File: src/hw/drt_map.svh
// Register offsets, field positions and reset values of the refresh/timing block
`ifndef DRT_MAP_SVH
`define DRT_MAP_SVH

// Wishbone register offsets (byte addresses)
`define DRT_ADR_W 8
`define DRT_OFS_BANKCFG 8'h00
`define DRT_OFS_REFCTL 8'h04
`define DRT_OFS_TIMING 8'h08
`define DRT_OFS_STATUS 8'h0c

// Bank configuration: timing write unlock
`define DRT_UNLOCK_B 15
`define DRT_BANKCFG_MASK 32'h00008000
`define DRT_BANKCFG_RST 32'h00000000

// Refresh control fields
`define DRT_SRREQ_B 31
`define DRT_CLKSTOP_B 30
`define DRT_IVL_F 15:0
`define DRT_IVL_MIN 16'h0100
`define DRT_REFCTL_MASK 32'hc000ffff
`define DRT_REFCTL_RST 32'h00000400

// Command timing fields
`define DRT_TRFC_F 31:25
`define DRT_TRP_F 24:22
`define DRT_TRCD_F 21:19
`define DRT_TWR_F 18:16
`define DRT_TRAS_F 15:11
`define DRT_TRC_F 10:6
`define DRT_TRRD_F 5:3
`define DRT_TWTR_F 1:0
`define DRT_TIMING_MASK 32'hfffffffb
`define DRT_TIMING_RST 32'h356b4b9b

// Status bits
`define DRT_ST_INSR_B 0
`define DRT_ST_CLKRUN_B 1
`define DRT_ST_REFPEND_B 2

// Spacing timer indices
`define DRT_TM_RFC 0
`define DRT_TM_RP 1
`define DRT_TM_RCD 2
`define DRT_TM_WR 3
`define DRT_TM_RAS 4
`define DRT_TM_RC 5
`define DRT_TM_RRD 6
`define DRT_TM_WTR 7
`define DRT_TM_N 8

`endif

File: src/hw/drt_pkg.sv
// Shared types of the refresh and command-timing block
package drt_pkg;
  // SDRAM command codes on the sequencer bus
  typedef enum logic [3:0] {
    DRT_NOP = 4'h0,
    DRT_ACT = 4'h1,
    DRT_RD = 4'h2,
    DRT_WR = 4'h3,
    DRT_PRE = 4'h4,
    DRT_REF = 4'h5,
    DRT_LM = 4'h6,
    DRT_SRE = 4'h7,
    DRT_SRX = 4'h8
  } drt_cmd_t;

  // One command with its target bank
  typedef struct packed {
    logic valid;
    drt_cmd_t cmd;
    logic [2:0] bank;
  } drt_cmd_bus_t;

  // Self-refresh sequencing states
  typedef enum logic [3:0] {
    SLF_RUN = 4'b0001,
    SLF_ENTER = 4'b0010,
    SLF_HOLD = 4'b0100,
    SLF_EXIT = 4'b1000
  } drt_slf_state_t;

  // Spacing counter and refresh interval widths
  typedef logic [6:0] drt_cnt_t;
  typedef logic [15:0] drt_ivl_t;
endpackage : drt_pkg

File: src/hw/drt_edge_sync.sv
// Two-flop synchroniser and rising-edge finder for the DDR clock input
`timescale 1ns/1ps
module drt_edge_sync (
  input logic clk, // Block clock
  input logic rst, // Synchronous reset
  input logic level_in, // Foreign-domain level
  output logic rise // One-cycle pulse per rising edge
);
  logic meta_r, meta_nxt; // First stage, read only by the second
  logic sync_r, sync_nxt; // Second stage
  logic prev_r, prev_nxt; // Delayed copy for edge finding
  logic rise_r, rise_nxt; // Registered edge pulse

  // Next values
  always_comb begin
    meta_nxt = level_in;
    sync_nxt = meta_r;
    prev_nxt = sync_r;
    rise_nxt = sync_r & ~prev_r;
  end

  // Registers only
  always_ff @(posedge clk) begin
    if (rst) begin
      meta_r <= 1'b0;
      sync_r <= 1'b0;
      prev_r <= 1'b0;
      rise_r <= 1'b0;
    end else begin
      meta_r <= meta_nxt;
      sync_r <= sync_nxt;
      prev_r <= prev_nxt;
      rise_r <= rise_nxt;
    end
  end

  assign rise = rise_r;
endmodule : drt_edge_sync

File: src/hw/drt_gap_timer.sv
// Down-counter that holds off one dependent command for a number of DDR clocks
`timescale 1ns/1ps
module drt_gap_timer
  import drt_pkg::*;
(
  input logic clk, // Block clock
  input logic rst, // Synchronous reset
  input logic tick, // One pulse per DDR clock
  input logic load, // Triggering command issues
  input drt_cnt_t load_val, // Spacing field value
  output logic expired // Dependent command may go
);
  drt_cnt_t cnt_r, cnt_nxt; // Remaining DDR clocks

  // Load on the trigger, count down on DDR clocks
  always_comb begin
    cnt_nxt = cnt_r;
    if (load) begin
      cnt_nxt = load_val;
    end else if (tick && cnt_r != '0) begin
      cnt_nxt = cnt_r - drt_cnt_t'(1);
    end
  end

  // Registers only
  always_ff @(posedge clk) begin
    if (rst) begin
      cnt_r <= '0;
    end else begin
      cnt_r <= cnt_nxt;
    end
  end

  // Zero means the field's count of DDR clocks has passed; the dependent command goes on the next one
  assign expired = (cnt_r == '0);
endmodule : drt_gap_timer

File: src/hw/drt_refresh_timing.sv
// Refresh, self-refresh and command-spacing control with its Wishbone registers
`timescale 1ns/1ps
`include "drt_map.svh"

module drt_refresh_timing
  import drt_pkg::*;
(
  input logic REF_CLK, // Block clock, 200 MHz
  input logic RST, // Synchronous reset, active high
  input logic WB_CYC_I, // Wishbone cycle
  input logic WB_STB_I, // Wishbone strobe
  input logic WB_WE_I, // Wishbone write
  input logic [`DRT_ADR_W-1:0] WB_ADR_I, // Wishbone byte address
  input logic [3:0] WB_SEL_I, // Wishbone byte enables
  input logic [31:0] WB_DAT_I, // Wishbone write data
  output logic [31:0] WB_DAT_O, // Wishbone read data
  output logic WB_ACK_O, // Wishbone acknowledge
  input logic DDR_CLK, // DDR clock, sampled here
  input drt_cmd_bus_t CMD_REQ, // Sequencer command, held until acked
  output logic CMD_ACK, // Pulse: requested command issued
  output drt_cmd_bus_t MEM_CMD, // Command toward memory
  output logic MEM_CLK_RUN, // High keeps memory clock running
  output logic INIT_START // Pulse: start initialization
);
  // Byte-lane merge of a write into a register
  function automatic logic [31:0] merge(input logic [31:0] old, input logic [31:0] din,
                                        input logic [3:0] sel);
    logic [31:0] res;
    res = old;
    for (int b = 0; b < 4; b++) begin
      if (sel[b]) begin
        res[b*8 +: 8] = din[b*8 +: 8];
      end
    end
    return res;
  endfunction : merge

  // Whether a sequencer command may issue now
  function automatic logic cmd_ok(input drt_cmd_t c, input logic [`DRT_TM_N-1:0] d);
    case (c)
      DRT_ACT: return d[`DRT_TM_RFC] & d[`DRT_TM_RP] & d[`DRT_TM_RC] & d[`DRT_TM_RRD];
      DRT_RD: return d[`DRT_TM_RCD] & d[`DRT_TM_WTR];
      DRT_WR: return d[`DRT_TM_RCD];
      DRT_PRE: return d[`DRT_TM_RAS] & d[`DRT_TM_WR];
      DRT_LM: return d[`DRT_TM_RP];
      default: return 1'b0; // Refresh and self-refresh are ours alone
    endcase
  endfunction : cmd_ok

  logic tick; // One pulse per DDR clock rising edge
  logic wb_req; // Request present
  logic wr_en; // Write takes effect this edge
  logic ack_r, ack_nxt; // Bus acknowledge
  logic [31:0] dat_r, dat_nxt; // Bus read data
  logic [31:0] bankcfg_r, bankcfg_nxt; // Bank configuration (unlock bit only)
  logic [31:0] refctl_r, refctl_nxt; // Refresh control
  logic [31:0] timing_r, timing_nxt; // Command timing
  logic [31:0] rc_merge, tm_merge; // Merged write values
  logic [31:0] status; // Read-only status word
  logic ivl_small; // Interval written below the floor
  drt_ivl_t ivl_twice; // Twice the refresh-cycle field
  logic tm_wr; // Accepted timing write
  logic init_r, init_nxt; // Initialization start pulse
  drt_ivl_t ivl_cnt_r, ivl_cnt_nxt; // Refresh interval counter
  logic expire; // Interval elapsed this tick
  logic ref_pend_r, ref_pend_nxt; // Auto-refresh pending
  drt_slf_state_t slf_r, slf_nxt; // Self-refresh sequencer
  drt_cmd_bus_t issue; // Command chosen this cycle
  drt_cmd_bus_t mem_cmd_r; // Registered command out
  logic ack_cmd_r, ack_cmd_nxt; // Sequencer acknowledge
  logic clk_run_r, clk_run_nxt; // Memory clock run
  logic [`DRT_TM_N-1:0] tm_load; // Timer triggers
  logic [`DRT_TM_N-1:0] tm_done; // Timer expiries
  drt_cnt_t tm_val [`DRT_TM_N]; // Timer load values

  // DDR clock crosses in through two flops, then edges become ticks
  drt_edge_sync u_sync (
    .clk(REF_CLK),
    .rst(RST),
    .level_in(DDR_CLK),
    .rise(tick)
  );

  // Bus slave: ack one cycle after the request, dropped the cycle after
  always_comb begin
    wb_req = WB_CYC_I & WB_STB_I;
    ack_nxt = wb_req & ~ack_r;
    dat_nxt = dat_r;
    status = '0;
    status[`DRT_ST_INSR_B] = (slf_r == SLF_HOLD);
    status[`DRT_ST_CLKRUN_B] = clk_run_r;
    status[`DRT_ST_REFPEND_B] = ref_pend_r;
    if (wb_req && !ack_r && !WB_WE_I) begin
      case (WB_ADR_I)
        `DRT_OFS_BANKCFG: dat_nxt = bankcfg_r;
        `DRT_OFS_REFCTL: dat_nxt = refctl_r;
        `DRT_OFS_TIMING: dat_nxt = timing_r;
        `DRT_OFS_STATUS: dat_nxt = status;
        default: dat_nxt = '0; // Unmapped reads return zero
      endcase
    end
  end

  // Register writes land on the edge that carries the ack
  always_comb begin
    wr_en = wb_req & ack_r & WB_WE_I;
    rc_merge = merge(refctl_r, WB_DAT_I, WB_SEL_I) & `DRT_REFCTL_MASK;
    tm_merge = merge(timing_r, WB_DAT_I, WB_SEL_I) & `DRT_TIMING_MASK;
    ivl_small = rc_merge[`DRT_IVL_F] < `DRT_IVL_MIN;
    ivl_twice = drt_ivl_t'({timing_r[`DRT_TRFC_F], 1'b0});
    bankcfg_nxt = bankcfg_r;
    refctl_nxt = refctl_r;
    timing_nxt = timing_r;
    if (wr_en && WB_ADR_I == `DRT_OFS_BANKCFG) begin
      bankcfg_nxt = merge(bankcfg_r, WB_DAT_I, WB_SEL_I) & `DRT_BANKCFG_MASK;
    end
    if (wr_en && WB_ADR_I == `DRT_OFS_REFCTL) begin
      refctl_nxt = rc_merge;
      if (ivl_small) begin
        refctl_nxt[`DRT_IVL_F] = ivl_twice;
      end
    end
    // Locked writes are acked but leave the fields alone
    tm_wr = wr_en && WB_ADR_I == `DRT_OFS_TIMING && bankcfg_r[`DRT_UNLOCK_B];
    if (tm_wr) begin
      timing_nxt = tm_merge;
    end
    init_nxt = tm_wr && tm_merge[`DRT_TWR_F] != timing_r[`DRT_TWR_F];
  end

  // Refresh interval counter in DDR clocks
  always_comb begin
    ivl_cnt_nxt = ivl_cnt_r;
    expire = 1'b0;
    if (tick) begin
      if (ivl_cnt_r <= drt_ivl_t'(1)) begin
        ivl_cnt_nxt = refctl_r[`DRT_IVL_F];
        expire = 1'b1;
      end else begin
        ivl_cnt_nxt = ivl_cnt_r - drt_ivl_t'(1);
      end
    end
  end

  // Self-refresh sequencing and command choice, one command per DDR clock
  always_comb begin
    slf_nxt = slf_r;
    issue = '0;
    ack_cmd_nxt = 1'b0;
    case (slf_r)
      SLF_RUN: begin
        if (refctl_r[`DRT_SRREQ_B]) begin
          slf_nxt = SLF_ENTER;
        end else if (tick && ref_pend_r && tm_done[`DRT_TM_RFC] && tm_done[`DRT_TM_RP]) begin
          issue.valid = 1'b1;
          issue.cmd = DRT_REF;
        end else if (tick && CMD_REQ.valid && !ack_cmd_r && cmd_ok(CMD_REQ.cmd, tm_done)) begin
          issue = CMD_REQ;
          ack_cmd_nxt = 1'b1;
        end
      end
      SLF_ENTER: begin
        // Entry waits out refresh and precharge spacing
        if (!refctl_r[`DRT_SRREQ_B]) begin
          slf_nxt = SLF_RUN;
        end else if (tick && tm_done[`DRT_TM_RFC] && tm_done[`DRT_TM_RP]) begin
          issue.valid = 1'b1;
          issue.cmd = DRT_SRE;
          slf_nxt = SLF_HOLD;
        end
      end
      SLF_HOLD: begin
        if (!refctl_r[`DRT_SRREQ_B]) begin
          slf_nxt = SLF_EXIT;
        end
      end
      SLF_EXIT: begin
        // Clock already runs again here, so ticks keep coming
        if (tick) begin
          issue.valid = 1'b1;
          issue.cmd = DRT_SRX;
          slf_nxt = SLF_RUN;
        end
      end
      default: slf_nxt = SLF_RUN;
    endcase
    // Clock stops only inside self-refresh and only when allowed
    clk_run_nxt = !(slf_nxt == SLF_HOLD && refctl_r[`DRT_CLKSTOP_B]);
    // A new expiry beats the refresh that clears the old one
    ref_pend_nxt = expire | (ref_pend_r & !(issue.valid && issue.cmd == DRT_REF));
  end

  // Spacing timer triggers and loads
  always_comb begin
    tm_load = '0;
    if (issue.valid) begin
      tm_load[`DRT_TM_RFC] = issue.cmd == DRT_REF || issue.cmd == DRT_LM;
      tm_load[`DRT_TM_RP] = issue.cmd == DRT_PRE;
      tm_load[`DRT_TM_RCD] = issue.cmd == DRT_ACT;
      tm_load[`DRT_TM_WR] = issue.cmd == DRT_WR;
      tm_load[`DRT_TM_RAS] = issue.cmd == DRT_ACT;
      tm_load[`DRT_TM_RC] = issue.cmd == DRT_ACT;
      tm_load[`DRT_TM_RRD] = issue.cmd == DRT_ACT;
      tm_load[`DRT_TM_WTR] = issue.cmd == DRT_WR;
    end
    tm_val[`DRT_TM_RFC] = drt_cnt_t'(timing_r[`DRT_TRFC_F]);
    tm_val[`DRT_TM_RP] = drt_cnt_t'(timing_r[`DRT_TRP_F]);
    tm_val[`DRT_TM_RCD] = drt_cnt_t'(timing_r[`DRT_TRCD_F]);
    tm_val[`DRT_TM_WR] = drt_cnt_t'(timing_r[`DRT_TWR_F]);
    tm_val[`DRT_TM_RAS] = drt_cnt_t'(timing_r[`DRT_TRAS_F]);
    tm_val[`DRT_TM_RC] = drt_cnt_t'(timing_r[`DRT_TRC_F]);
    tm_val[`DRT_TM_RRD] = drt_cnt_t'(timing_r[`DRT_TRRD_F]);
    tm_val[`DRT_TM_WTR] = drt_cnt_t'(timing_r[`DRT_TWTR_F]);
  end

  // One down-counter per constraint
  for (genvar i = 0; i < `DRT_TM_N; i++) begin : g_tm
    drt_gap_timer u_tm (
      .clk(REF_CLK),
      .rst(RST),
      .tick(tick),
      .load(tm_load[i]),
      .load_val(tm_val[i]),
      .expired(tm_done[i])
    );
  end

  // State registers, apart from the checking aid and the spacing timers
  always_ff @(posedge REF_CLK) begin
    if (RST) begin
      ack_r <= 1'b0;
      dat_r <= '0;
      bankcfg_r <= `DRT_BANKCFG_RST;
      refctl_r <= `DRT_REFCTL_RST;
      timing_r <= `DRT_TIMING_RST;
      init_r <= 1'b0;
      ivl_cnt_r <= drt_ivl_t'(`DRT_REFCTL_RST);
      ref_pend_r <= 1'b0;
      slf_r <= SLF_RUN;
      mem_cmd_r <= '0;
      ack_cmd_r <= 1'b0;
      clk_run_r <= 1'b1;
    end else begin
      ack_r <= ack_nxt;
      dat_r <= dat_nxt;
      bankcfg_r <= bankcfg_nxt;
      refctl_r <= refctl_nxt;
      timing_r <= timing_nxt;
      init_r <= init_nxt;
      ivl_cnt_r <= ivl_cnt_nxt;
      ref_pend_r <= ref_pend_nxt;
      slf_r <= slf_nxt;
      mem_cmd_r <= issue;
      ack_cmd_r <= ack_cmd_nxt;
      clk_run_r <= clk_run_nxt;
    end
  end

  assign WB_ACK_O = ack_r;
  assign WB_DAT_O = dat_r;
  assign CMD_ACK = ack_cmd_r;
  assign MEM_CMD = mem_cmd_r;
  assign MEM_CLK_RUN = clk_run_r;
  assign INIT_START = init_r;

  // Checking aid: DDR clocks since the last refresh/load-mode and since the last activate
  drt_cnt_t gap_ref_r, gap_ref_nxt, gap_act_r, gap_act_nxt;
  always_comb begin
    gap_ref_nxt = gap_ref_r;
    gap_act_nxt = gap_act_r;
    if (tm_load[`DRT_TM_RFC]) begin
      gap_ref_nxt = '0;
    end else if (tick && gap_ref_r != '1) begin
      gap_ref_nxt = gap_ref_r + drt_cnt_t'(1);
    end
    if (tm_load[`DRT_TM_RC]) begin
      gap_act_nxt = '0;
    end else if (tick && gap_act_r != '1) begin
      gap_act_nxt = gap_act_r + drt_cnt_t'(1);
    end
  end
  always_ff @(posedge REF_CLK) begin
    if (RST) begin
      gap_ref_r <= '1;
      gap_act_r <= '1;
    end else begin
      gap_ref_r <= gap_ref_nxt;
      gap_act_r <= gap_act_nxt;
    end
  end
endmodule : drt_refresh_timing

File: config.mk
export PLATFORM = sky130hd
export DESIGN_NAME = drt_refresh_timing
export DESIGN_NICKNAME = d
export VERILOG_FILES = /design/src/hw/drt_pkg.sv /design/src/hw/drt_edge_sync.sv /design/src/hw/drt_gap_timer.sv /design/src/hw/drt_refresh_timing.sv
export VERILOG_INCLUDE_DIRS = /design/src /design/src/hw
export SDC_FILE = /design/constraint.sdc
export NUM_CORES = 1
export LEC_CHECK = 0
export ABC_AREA = 1
export BUFFER_PORTS_ARGS = -buffer_cell sky130_fd_sc_hd__buf_2
export CAP_MARGIN = 20
export CORE_ASPECT_RATIO = 0.7
export CORE_MARGIN = 1.5
export CORE_UTILIZATION = 25
export CTS_BUF_LIST = sky130_fd_sc_hd__clkbuf_8
export DETAILED_ROUTE_END_ITERATION = 6
export PLACE_DENSITY = 0.42
export SETUP_SLACK_MARGIN = 0.4
export SYNTH_ARGS = -nofsm -noshare
export SYNTH_HDL_FRONTEND = slang
export SYNTH_SLANG_ARGS = --single-unit
File: constraint.sdc
create_clock -name REF_CLK -period 4.7 [get_ports REF_CLK]
set_input_delay 0.94 -clock REF_CLK [delete_from_list [all_inputs] [get_ports REF_CLK]]
set_output_delay 0.94 -clock REF_CLK [all_outputs]
set_load 0.01 [all_outputs]
# Word-level counts from Yosys, hierarchy flattened
# Cells that the tools add are included.
word_totals:
  ff_bits: 175
  in_bits: 58
  out_inout_bits: 44
  wordCells: 199
op_classes:
  n_addsub: 9
  order_cmp: 2
  eq_ne: 19
  muxes: 44
  bitwise_logic: 16
  n_reduce_logical: 71
op_table:
  columns: ["op", "n"]
  rows:
  - ["32-bit case mux with 4 select lines", 1]
  - ["7-bit zero test", 8]
  - ["7-bit nonzero test", 8]
  - ["7-bit by 1-bit subtractor with 7-bit output (second input constant)", 8]
  - ["5-bit 2-to-1 mux", 8]
  - ["8-bit 2-to-1 mux", 5]
  - ["16-bit 2-to-1 mux", 2]
  - ["3-bit 2-to-1 mux", 10]
  - ["4-bit by 3-bit equality test with 1-bit output (second input constant)", 7]
  - ["1-bit logical AND", 25]
  - ["4-bit 2-to-1 mux", 5]
  - ["4-bit by 2-bit equality test with 1-bit output (second input constant)", 4]
  - ["8-bit by 4-bit equality test with 1-bit output (second input constant)", 2]
  - ["16-bit by 1-bit less-or-equal comparator with 1-bit output (second input constant)", 1]
  - ["16-bit by 9-bit less-than comparator with 1-bit output (second input constant)", 1]
  - ["4-bit case mux with 4 select lines", 1]
  - ["2-bit nonzero test", 8]
  - ["16-bit by 1-bit subtractor with 16-bit output (second input constant)", 1]
  - ["5-bit case mux with 3 select lines", 1]
  - ["7-bit 2-to-1 mux", 2]
  - ["2-bit OR reduction", 7]
  - ["4-bit by 1-bit equality test with 1-bit output (second input constant)", 3]
  - ["2-bit AND reduction", 6]
  - ["1-bit bitwise AND", 11]
  - ["other kinds (13)", 26]

# Longest topological paths before layout
depth:
  word_depth: 18
  mapped_depth: 19
  ltp_nobuf: 19

# By module
# A second synthesis with hierarchy kept.
hier_totals:
  hier_cells: 1505
  hier_area_um2: 9674.3
by_module_without_submodules:
  columns: ["module", "instances", "cells_per_inst", "area_each_um2", "seq_area_each_um2"]
  rows:
  - ["drt_refresh_timing", 1, 757, 5315.1, 2302.2]
  - ["drt_gap_timer", 8, 92, 530.5, 140.1]
  - ["drt_edge_sync", 1, 12, 115.1, 80.1]

# Worst setup path before layout
# No wires, ideal clock.
synth_timing:
  path_kind: "input to register"
  start: "input port WB_ADR_I[5]"
  end: "register timing_r[11]"
  setup_ns: 0.136
  t_arrival_ns: 2.297
  t_required_ns: 4.564
  setup_slack_ns: 2.267
  cell_stages: 9
  n_path_buf: 1
  path_cell_list: "nor4_4 > nand4_1 > nor3_2 > inv_2 > nor2_4 > inv_2 > buf_6 > nand2_1 > o211ai_2"
synth_via:
  elab_chain_cells: 4
synth_lines:
  columns: ["item", "line", "rtl"]
  rows:
  - ["start: declaration", "drt_refresh_timing.sv:13", "input logic [`DRT_ADR_W-1:0] WB_ADR_I,"]
  - ["8-bit by 4-bit equality test with 1-bit output", null, null]
  - ["1-bit logical AND (no source line)", null, null]
  - ["1-bit logical AND", "drt_refresh_timing.sv:124", "tm_wr = wr_en && WB_ADR_I == `DRT_OFS_TIMING && bankcfg_r[`DRT_UNLOCK_B];"]
  - ["2-bit AND reduction (no source line)", null, null]
  - ["end signal: assignment", "drt_refresh_timing.sv:235", "timing_r <= `DRT_TIMING_RST;"]
  - ["end signal: assignment", "drt_refresh_timing.sv:248", "timing_r <= timing_nxt;"]
  - ["end: declaration", "drt_refresh_timing.sv:57", "logic [31:0] timing_r, timing_nxt;"]
# No other way between the ends.
# A chain may end at the register's enable or synchronous reset.

# Worst setup path after layout
layout_timing:
  start: "input port WB_ADR_I[1]"
  end: "register refctl_r[5]"
layout_via:
  elab_chain_cells: 2
layout_lines:
  columns: ["item", "line", "rtl"]
  rows:
  - ["8-bit by 3-bit equality test with 1-bit output", null, null]
  - ["1-bit logical AND (no source line)", null, null]
  - ["end signal: assignment", "drt_refresh_timing.sv:234", "refctl_r <= `DRT_REFCTL_RST;"]
  - ["end signal: assignment", "drt_refresh_timing.sv:247", "refctl_r <= refctl_nxt;"]
  - ["end: declaration", "drt_refresh_timing.sv:56", "logic [31:0] refctl_r, refctl_nxt;"]
# No other way between the ends.

==> results.toml <==
[detailed_routing]
vias = 8135
drt-initial-drc-count = 573
drt_first_pass_iters = 5
postRouteAntennaNets = 0
drc = 0
drt-total-wl_mm = 28.69
via_per_inst = 4.485
wire_per_inst_um = 15.82

[worst_setup_path]
cp_top_family = "simple AND/OR/NAND/NOR gates"
r2r-end = "g_tm[4].u_tm.cnt_r[6]$_SDFFE_PP0P_"
critPathKind = "in -> reg"
r2r_start = "g_tm[2].u_tm.cnt_r[0]$_SDFFE_PP0P_"
crit_fanout = 16
cp_data_arrival_time_ps = 3400
cp_slowest_cell = "nor2_2"
crit_chain = "buf_2 > nor2_2 > inv_1 > nor3_2 > nand2_2 > nor2_2 > inv_2 > a21oi_4 > o21ai_0 > a31oi_1"
cp-end-kind = "flop"
slowest_delay_ps = 510
path_buf_inv = 3
r2r_cells = 15
start_kind = "input pin"
cp_data_required_time_ps = 5120
cp.depth = 10
r2r_slack_ps = 1920
cpMostUsedCell = "nor2_2"

[power_and_ir_drop]
p_per_area_nw_per_um2 = 281.3
p_leak_nw = 4.495
ir_worst_vdd_uv = 145.8

[clock_tree]
clock_sinks = 175
cts_root_buf = "clkbuf_8"
cts_buffer_depth = 2
tritoncts = "built"
cts-resized-gates = 0
insertion_delay_ps = 510
path_clk_slew_ps = 100
cts_made_buffers = 17
ctsHoldBuffers = 0
htreeDepth = 4
post_cts_buffers = 0

[sta]
rsz0062_at_grt = "false"
setup_viol = 0
fin_ws_ps = 1722
finalSetupTns_ps = 0
slew_viol_final = 0
finalHoldViolCount = 0
fin_skew_ps = 22.33
min_period_ps = 2978
period_share = 0.6337
worst_slew_pin_slew_ps = 1037
max_freq_ghz = 0.3357
slew_headroom = 0.3084

[global_route]
overflow = 0
grt_max_degree = 83
antenna_found_initial = 0
grt_pass1_vias = 7715
grt_pass1_wl_mm = 44.51
grt_usage = 0.1613

[floorplanning]
die_w_um = 226.7
core_um2 = 34590
die_area_um2 = 36190
fp.dieH_um = 159.6
initial_utilization = 0.2532
rows = 57
ios = 102

[cells_and_area]
finalInstanceArea_um2 = 10180
fillers = 3833
final_nets = 1404
diodes = 0
drive_gt1_frac = 0.1453
areaGrowthSynthToFinish_pct = 16.27

[status]
status = "finished, final reports clean"

[yosys]
async_flop_share = 0
yosys_warnings = 0
ys_seq_area_frac = 0.3999
synth-edff-count = 0
ys_types = 50
syn_inst = 1237
synthesis.nets = 1311
ys.flop_type = "dfxtp_1"
postSynthAreaPerCell_um2 = 7.081
synth_seq_cells = 175
netlist_area_um2 = 8760

[placement]
hpwl_mm = 21.53
io_buffers = 101
placement.cell_area_um2 = 9763
pre_cts_ws_ps = 1266
gp_congestion = 0.8090

[min_path]
hold_class = "reg -> reg"
holdPathStages = 1
hold_end = "u_sync.rise$_SDFF_PP0_"
min_from = "u_sync.prev_r$_SDFF_PP0_"

[flow_run]
maxCapViolCount = 0
[flip-flops by register name, indices dropped and copies added (netlist names), 4 cells and up]
signal	count
WB_DAT_O	32
ivl_cnt_r	16
g_tm.u_tm.cnt_r	56
slf_r	4
timing_r	31
MEM_CMD	8
refctl_r	18
[through the flow]
stage / total power, mW / utilization / std cells / hold slack (ps)
2_1_floorplan: 1.630 / - / 1237 / 372.8
3_3_place_gp: 1.707 / 0.2823 / 1783 / 376.4
3_5_place_dp: 1.707 / 0.2823 / 1783 / 378.1
4_1_cts: 2.909 / 0.2944 / 1814 / 393.4
5_1_grt: 2.974 / 0.2944 / 1814 / 399.6
6_report: 2.865 / 0.2944 / 1814 / 389.9
[layout by cell type, fill, tap and decap left out, types with 4 or more instances in the layout]
cell / synthesis / layout
nand4_1: 21 / 21
buf_4: 0 / 10
buf_2: 3 / 101
nand2_1: 232 / 232
inv_6: 0 / 4
inv_2: 10 / 11
nor2_1: 162 / 162
o21bai_1: 5 / 5
clkinv_2: 0 / 4
nor2_2: 8 / 8
nor4_1: 9 / 9
a21oi_1: 84 / 84
a211oi_1: 8 / 8
nand3_1: 86 / 86
inv_1: 156 / 156
nand3_2: 4 / 4
nor3_2: 4 / 5
nor2_4: 6 / 6
nand2_2: 5 / 5
o21ai_1: 7 / 7
o21ai_0: 73 / 73
or2_2: 5 / 5
ha_1: 16 / 16
o22ai_1: 9 / 9
dfxtp_1: 175 / 175
a221oi_1: 4 / 4
a31oi_1: 10 / 10
bufinv_16: 0 / 4
clkbuf_8: 0 / 17
nor3_1: 20 / 19
xnor2_1: 15 / 15
xor2_1: 31 / 31
o211ai_1: 10 / 10
[routing by layer]
layer / wire length, um / up-vias / part of all wire / track usage
li1: - / 4224 / - / -
met1: 15870 / 3728 / 0.55 / 0.2522
met2: 11080 / 159 / 0.39 / 0.2181
met3: 1316 / 24 / 0.046 / 0.03054
met4: 425 / 0 / 0.015 / 0.04758
met5: 0 / - / 0 / 0
[synthesized netlist by cell type (all sizes together), types with 2 or more instances]
cell	instances	area [um^2]
nor4	10	77.57
o211ai	12	100.1
nand2	238	913.4
a21oi	85	436.7
a221oi	4	35.03
a32o	3	30.03
nand3	90	470.5
o22ai	9	56.30
clkinv	2	7.510
inv	166	623.1
o221ai	3	26.28
o21bai	5	37.54
nor2	176	725.7
o21ai	81	409.1
xor2	31	271.5
buf	9	67.56
clkbuf	28	105.1
nand4	23	165.2
nor3	24	140.1
a211oi	9	72.57
a31oi	10	62.56
ha	16	200.2
or2	6	37.54
xnor2	15	131.4
dfxtp	175	3503
[cells by family (layout without fill, tap and decap cells)]
logic type	count (synthesis)	count (layout)	synth area share
AOI/OAI and AO/OA	224	224	0.1471
xor gates and xnor gates	46	46	0.04599
adders and majority gates	16	16	0.02285
buffers and inverters	205	310	0.09170
DFF	175	175	0.3999
muxes	1	1	0.001285
and+or+nand+nor	570	570	0.2911
[worst max path at each step]
stage | start | endpoint | slack [ps]
2_1_floorplan | WB_ADR_I[5] | timing_r[11]$_SDFFE_PP1P_ | 2270
3_3_place_gp | WB_ADR_I[5] | refctl_r[2]$_SDFFE_PP0P_ | 1370
3_5_place_dp | WB_ADR_I[1] | refctl_r[5]$_SDFFE_PP0P_ | 1270
4_1_cts | WB_ADR_I[1] | refctl_r[5]$_SDFFE_PP0P_ | 1810
5_1_grt | WB_ADR_I[1] | refctl_r[2]$_SDFFE_PP0P_ | 1490
6_report | WB_ADR_I[1] | refctl_r[5]$_SDFFE_PP0P_ | 1720
[where the power goes]
group | switching (mW) | internal, mW | leakage [nW]
registers | 0.00469 | 1.49 | 1.41
logic | 0.127 | 0.0538 | 2.86
clock network | 0.614 | 0.578 | 0.222
[cell type report]
cell class	count	area (um^2)	area share
clock buffers	17	234.0	0.02297
flip-flops and latches	175	3503	0.3440
well taps	472	590.6	0.05799
clock inverters	14	187.7	0.01843
repair buffers	111	580.6	0.05700
inverters	168	630.6	0.06192
multi-input cells	857	4458	0.4377
No activity file was read; power rests on OpenSTA's default activity.
